File: src/verilog/fan_span_params.svh
// Register offsets, field positions and reset values for the fan-drive
// channel span/rate configuration block.
// Assumes an 8-bit register address space reached over a plain port.
`ifndef FAN_SPAN_PARAMS_SVH
`define FAN_SPAN_PARAMS_SVH
`define ADDR_W           8
`define DATA_W           8
`define CHAN_N           3
`define OFF_CHAN0        8'h5f
`define OFF_CHAN1        8'h60
`define OFF_CHAN2        8'h61
`define OFF_LOCK         8'h40
`define LOCK_BIT         0
`define RATE_LSB         0
`define RATE_MSB         2
`define BAND_BIT         3
`define SPAN_LSB         4
`define SPAN_MSB         7
`define RATE_RESET       3'h4
`define BAND_RESET       1'h0
`define SPAN_RESET       4'hc
`define CHAN_RESET       8'hc4
`define UNMAPPED_READ    8'h00
`endif

File: src/verilog/fan_span_pkg.sv
// Types shared by the fan-drive channel configuration block.
// Assumes fan_span_params.svh is on the include path.
package fan_span_pkg;
  // Low-frequency rate codes, 000 through 111.
  typedef enum logic [2:0] {
    rate_11p0_hz = 3'b000,
    rate_14p7_hz = 3'b001,
    rate_22p1_hz = 3'b010,
    rate_29p4_hz = 3'b011,
    rate_35p3_hz = 3'b100,
    rate_44p1_hz = 3'b101,
    rate_58p8_hz = 3'b110,
    rate_88p2_hz = 3'b111
  } pulse_rate_select_t;

  // Per-channel settings as handed to the duty-cycle generator.
  typedef struct packed {
    logic [3:0]         temp_span;
    logic               drive_band_select;
    pulse_rate_select_t pulse_rate_select;
  } fan_drive_channel_t;
endpackage : fan_span_pkg
File: src/verilog/fan_span_config.sv
// Three fan-drive channel span/rate registers with a global write lock.
// Assumes a synchronous register port on clock_in with read data one
// cycle after the read strobe.
//
// Function
// - Rate field bits 2:0 pick 11.0..88.2 Hz in low band only.
// - Rate field resets to code 100, which is 35.3 Hz.
// - Bit 3 picks band: 1 high frequency, 0 low frequency.
// - Span field bits 7:4 pick 2..80 degrees C sweep span.
// - Span field resets to code 1100, which is 32 degrees C.
// - While lock bit is 1, channel register writes are ignored.
//
// Decided for this implementation: the address-and-strobe port.
`timescale 1ns/100ps
`default_nettype none
`include "fan_span_params.svh"

module fan_span_config
  import fan_span_pkg::*;
#(
  parameter int CHAN_N = `CHAN_N
) (
  input  wire logic                     clock_in,
  input  wire logic                     rst_in,
  input  wire logic [`ADDR_W-1:0]       addr_in,
  input  wire logic [`DATA_W-1:0]       wdata_in,
  input  wire logic                     wr_in,
  input  wire logic                     rd_in,
  output logic      [`DATA_W-1:0]       rdata_out,
  output logic                          lock_out,
  output fan_drive_channel_t [CHAN_N-1:0] fan_drive_channel_out,
  output logic      [CHAN_N-1:0]        high_band_out,
  output logic      [CHAN_N*3-1:0]      low_rate_out
);

  localparam logic [`ADDR_W-1:0] CHAN_OFF [3] =
    '{`OFF_CHAN0, `OFF_CHAN1, `OFF_CHAN2};

  ////////////////////////////////////////////////////////////////////////
  // Decode.

  logic [`DATA_W-1:0] chan_reg [CHAN_N];
  logic               lock_reg;
  logic [CHAN_N-1:0]  chan_hit;
  logic [`DATA_W-1:0] chan_rd [CHAN_N+1];
  logic [`DATA_W-1:0] rdata_next;
  wire                lock_hit;

  assign lock_hit = (addr_in == `OFF_LOCK);

  assign chan_rd[0] = lock_hit ?
    {{(`DATA_W-1){1'b0}}, lock_reg} : `UNMAPPED_READ;

  genvar gi;
  generate
    for (gi = 0; gi < CHAN_N; gi = gi + 1) begin : g_chan
      assign chan_hit[gi] = (addr_in == CHAN_OFF[gi]);
      assign chan_rd[gi+1] = chan_hit[gi] ? chan_reg[gi] : chan_rd[gi];

      // Writes are dropped while locked; the lock never unlocks the
      // channels early because it is sampled in the same cycle.
      always_ff @(posedge clock_in or posedge rst_in) begin
        if (rst_in) begin
          chan_reg[gi] <= `CHAN_RESET;
        end else if (wr_in && chan_hit[gi] && !lock_reg) begin
          chan_reg[gi] <= wdata_in;
        end
      end

      // Outputs are registered copies so each comes from a flip-flop.
      always_ff @(posedge clock_in or posedge rst_in) begin
        if (rst_in) begin
          fan_drive_channel_out[gi] <= fan_drive_channel_t'(`CHAN_RESET);
          high_band_out[gi]         <= `BAND_RESET;
          low_rate_out[gi*3 +: 3]   <= `RATE_RESET;
        end else begin
          fan_drive_channel_out[gi].pulse_rate_select <=
            pulse_rate_select_t'(chan_reg[gi][`RATE_MSB:`RATE_LSB]);
          fan_drive_channel_out[gi].drive_band_select <=
            chan_reg[gi][`BAND_BIT];
          fan_drive_channel_out[gi].temp_span <=
            chan_reg[gi][`SPAN_MSB:`SPAN_LSB];
          high_band_out[gi] <= chan_reg[gi][`BAND_BIT];
          // The rate only matters in low band, so high band reads zero.
          low_rate_out[gi*3 +: 3] <= chan_reg[gi][`BAND_BIT] ?
            3'h0 : chan_reg[gi][`RATE_MSB:`RATE_LSB];
        end
      end

    end
  endgenerate

  // Unmapped addresses read as zero, so a stray strobe leaks no state.
  assign rdata_next = rd_in ? chan_rd[CHAN_N] : `UNMAPPED_READ;

  ////////////////////////////////////////////////////////////////////////
  // Lock and read data.

  // The lock is sticky until reset, so software cannot undo it.
  always_ff @(posedge clock_in or posedge rst_in) begin
    if (rst_in) begin
      lock_reg <= 1'b0;
    end else if (wr_in && lock_hit && wdata_in[`LOCK_BIT]) begin
      lock_reg <= 1'b1;
    end
  end

  always_ff @(posedge clock_in or posedge rst_in) begin
    if (rst_in) begin
      rdata_out <= `UNMAPPED_READ;
      lock_out  <= 1'b0;
    end else begin
      rdata_out <= rdata_next;
      lock_out  <= lock_reg;
    end
  end
endmodule : fan_span_config
`default_nettype wire

File: config.mk
export PLATFORM = sky130hd
export DESIGN_NAME = fan_span_config
export DESIGN_NICKNAME = d
export VERILOG_FILES = /design/src/verilog/fan_span_pkg.sv /design/src/verilog/fan_span_config.sv
export VERILOG_INCLUDE_DIRS = /design/src /design/src/verilog
export SDC_FILE = /design/constraint.sdc
export NUM_CORES = 1
export LEC_CHECK = 0
export BUFFER_PORTS_ARGS = -buffer_cell sky130_fd_sc_hd__buf_2
export CAP_MARGIN = 20
export CORE_MARGIN = 2
export CORE_UTILIZATION = 51
export DETAILED_ROUTE_END_ITERATION = 16
export PLACE_DENSITY = 0.86
export SETUP_SLACK_MARGIN = 0.5
export SLEW_MARGIN = 20
export SYNTH_ARGS = -nofsm -noshare
export SYNTH_HDL_FRONTEND = slang
export SYNTH_SLANG_ARGS = --single-unit
export TNS_END_PERCENT = 100
File: constraint.sdc
create_clock -name clock_in -period 2.85 [get_ports clock_in]
set_clock_uncertainty 0.15 [all_clocks]
set_input_delay 0.4275 -clock clock_in [delete_from_list [all_inputs] [get_ports clock_in]]
set_output_delay 0.4275 -clock clock_in [all_outputs]
set_load 0.005 [all_outputs]
Word level (Yosys, flattened, before mapping)
Index checks and enable logic that the tools add are counted.
- bits in registers: 67
- equality and inequality tests: 4
- reduce and logical (&&, ||, !) cells: 9
- muxes and demuxes: 8
- operator list (kind ; count):
    equality test 8 x 7 -> 1 bit, second input constant ; 4
    two-way mux 8 bit ; 4
    two-way mux 3 bit ; 3
    logical AND 1 bit ; 8
    zero test 1 bit ; 1
    two-way mux 1 bit ; 1

Longest topological paths before layout
- word-level depth: 6
- mapped depth: 5
- gate-level depth less buffers: 3

Least setup slack after synthesis
Ideal clock, no wire load.
- path type: input to register
- from: input port addr_in[4]
- to: register chan_reg[11] (netlist bit)
- required time: 2575 ps
- setup slack: 636 ps
- stages on the path: 4
- arrival: 1939 ps
- buffers on the path: 1
- setup time: 125 ps
- path through: or4_1 clkbuf_2 nor4_4 mux2_2
- word-level cells in the longest chain between the ends: 3
- ends and longest elaborated chain (what ; RTL line ; source):
    from (decl) ; fan_span_config.sv:25 ; input wire logic [`ADDR_W-1:0] addr_in,
    equality test 8 x 7 -> 1 bit ; fan_span_config.sv:57 ; assign chan_hit[gi] = (addr_in == CHAN_OFF[gi]);
    logical AND 1 bit (2 in series) ; fan_span_config.sv:65 ; end else if (wr_in && chan_hit[gi] && !lock_reg) begin
    to (signal, indexed assignment) ; fan_span_config.sv:64 ; chan_reg[gi] <= `CHAN_RESET;
    to (signal, indexed assignment) ; fan_span_config.sv:66 ; chan_reg[gi] <= wdata_in;
    to (decl) ; fan_span_config.sv:42 ; logic [`DATA_W-1:0] chan_reg [CHAN_N];
Every way passes these cells.
A chain may end at the register's enable or synchronous reset.

Worst setup path in the final report
Ends and elaborated chain as after synthesis.

==> flow_summary.toml <==
[yosys]
yosysWarnings = 0
netlist_area_sq_mm = 0.00244
syn_inst = 165
seq_area_frac_synth_pct = 69.7
synth_nets = 185
synth_edf_count = 0
post_synth_num_cell_types = 33
avgSynthCellArea_sq_um = 14.8
ys_ff_latch = 67
dominantRegCellSynth = "dfrtp_1"
async_flop_share_pct = 100

[cts]
cts_max_level = 3
clock_path_buffers = 2
cts_resized = 0
ctsHoldBuffers = 0
clock_latency_ns = 0.33
cts_setup_buffers = 0
cts.root.buffer_cell = "clkbuf_8"
cts_tree = "done"
cts_buffers = 9
clk_pin_slew_ns = 0.07
clock-sinks = 67

[setup_path]
critPathLaunchType = "primary input"
path_buf_inv = 1
crit_type = "primary input to flip-flop"
cp.arrival_ns = 2.17
r2r_start = "lock_reg"
r2r-end = "chan_reg[17]"
regToRegSetupSlack_ns = 0.97
critPathMaxFanout = 8
crit_chain = "buf_2 -> or4_1 -> nor4_4 -> mux2_2"
crit_path_end_kind = "flip-flop"
rr_worst_depth = 4
cp.required_ns = 2.92
path_delay_family = "simple AND/OR/NAND/NOR gates"
slowest_delay_ns = 0.65
cp_slowest_cell = "or4_1"

[run]
maxCapViolCount = 0

[global_route]
grt_max_degree = 40
grt_pass1_wl_mm = 7.58
antenna_found_initial = 0
grt_pass1_vias = 1595
gr-total-overflow = 0
track_usage_pct = 19.7

[die]
rows = 25
dieArea_sq_mm = 0.00536
die_y_um = 73.2
coreArea_sq_mm = 0.00466
start_util_pct = 52.5
chipWidth_um = 73.2
boundaryPins = 65

[detailed_routing]
wl_mm = 4.73
drtAntennaViolNets = 0
drc = 0
drt_iter0_drc = 103
viasPerCell = 5.28
wire_per_inst_um = 16.0
vias = 1562
dr.pass1.iters = 4

[status]
status = "complete, no violations"

[power_and_ir_drop]
powerDensity_mw_per_mm2 = 624
worst_ir_drop_vdd_mv = 0.288
power.leakage_nw = 1.56

[layout]
largest_register_ffs = 24
drive_gt1_share_pct = 57.0
fillers = 355
area_growth_pct = 24.1
antennaDiodeCount = 0
final_cell_area_sq_mm = 0.00303
num-nets-final = 257

[sta]
min_period_ns = 2.11
drv_slew = 0
relSlewSlack_pct = 58.6
worst_pin_slew_ns = 0.620
rsz0062_at_grt = "false"
max_freq_mhz = 475
setup_viol = 0
fin_crit_sh_pct = 73.9
setup-tns-final_ns = 0
final_hold_viol_count = 0

[placement]
dpl_cell_area_sq_mm = 0.00284
port_buffers = 64
dp.final_hpwl_mm = 3.22
finalWeightedCongestion = 0.778

[min_path]
hold_path_class = "primary input to async pin"
## Yosys cell counts (2+ instances only)
| library cell | number | area (sq um) |
|---|---|---|
| nand2_1 | 3 | 11.3 |
| clkbuf_1 | 3 | 11.3 |
| dfstp_2 | 21 | 552 |
| or3_1 | 2 | 12.5 |
| o221a_2 | 3 | 33.8 |
| a221o_1 | 3 | 30.0 |
| nor2b_1 | 8 | 50.1 |
| inv_1 | 9 | 33.8 |
| buf_4 | 3 | 22.5 |
| nor4_1 | 2 | 12.5 |
| nand2b_1 | 3 | 18.8 |
| nor2_1 | 6 | 22.5 |
| nor3_1 | 11 | 55.1 |
| dfrtp_1 | 46 | 1150 |
| mux2_2 | 24 | 270 |
## cell families after synthesis
group	Yosys count	synth area share, %
buffers and inverters	17	3.12
and+or+nand+nor	45	11.7
AOI/OAI and AO/OA	12	4.45
muxes	24	11.1
DFF	67	69.7
## where the power goes
group,total (mW),switching (mW),internal [mW]
combinational,0.113,0.0624,0.0509
sequential,1.02,0.0233,1.00
clock,0.755,0.331,0.423
## worst reg2reg max path: stages (launching register included)
cell      delay [ns]
dfrtp_1         0.40
nand2b_1        0.27
nor3_2          0.36
buf_4           0.24
mux2_2          0.35
## through the flow
step	power, mW	worst slack, ns	instances	util (%)	hold WS, ns
after floorplan	1.09	0.624	165	-	0.209
after global placement	1.15	0.428	280	60.9	0.216
after detailed placement	1.16	0.387	280	60.9	0.218
after CTS	1.90	0.745	296	65.1	0.0295
after global routing	1.96	0.659	296	65.1	0.0694
final	1.89	0.745	296	65.1	0.0230
## routing by layer
metal	part of all wire (%)	vias up	GRT usage, %
li1	-	722	-
met1	45	786	23.9
met2	49	47	31.4
met3	4.8	7	6.35
met4	1.5	0	9.88
met5	0	-	0
## area by class of cell
type,instances,area [sq um],share of cell area [%]
timing repair buffer,69,370,12.2
multi-input combinational,81,666,21.9
clock inverter,5,52.6,1.73
sequential,67,1700,56.1
tap,54,67.6,2.23
clock buffer,11,141,4.66
inverter,9,33.8,1.11
## how the worst max path moves through the flow
stage | cells past startpoint | from | slack [ns] | end
6_report | 4 | addr_in[4] | 0.74 | chan_reg[11]
5_1_grt | 4 | addr_in[4] | 0.66 | chan_reg[9]
4_1_cts | 4 | addr_in[4] | 0.74 | chan_reg[11]
3_5_place_dp | 4 | addr_in[4] | 0.39 | chan_reg[11]
2_1_floorplan | 1 | rst_in | 0.62 | chan_reg[0]
3_3_place_gp | 4 | addr_in[4] | 0.43 | chan_reg[8]
## layout by cell type, fill, tap and decap left out, types with 3 or more instances in the layout
cell,Yosys,routed
a221o_1,3,3
nor3_1,11,11
buf_2,0,64
dfrtp_1,46,46
mux2_2,24,24
nor2_1,6,6
nand2b_1,3,3
nand2_1,3,3
buf_4,3,4
clkinv_2,0,3
inv_1,9,8
dfstp_2,21,21
nor2b_1,8,8
o221a_2,3,3
clkbuf_8,0,10
Note: power is estimated with default switching activity, not from simulation.
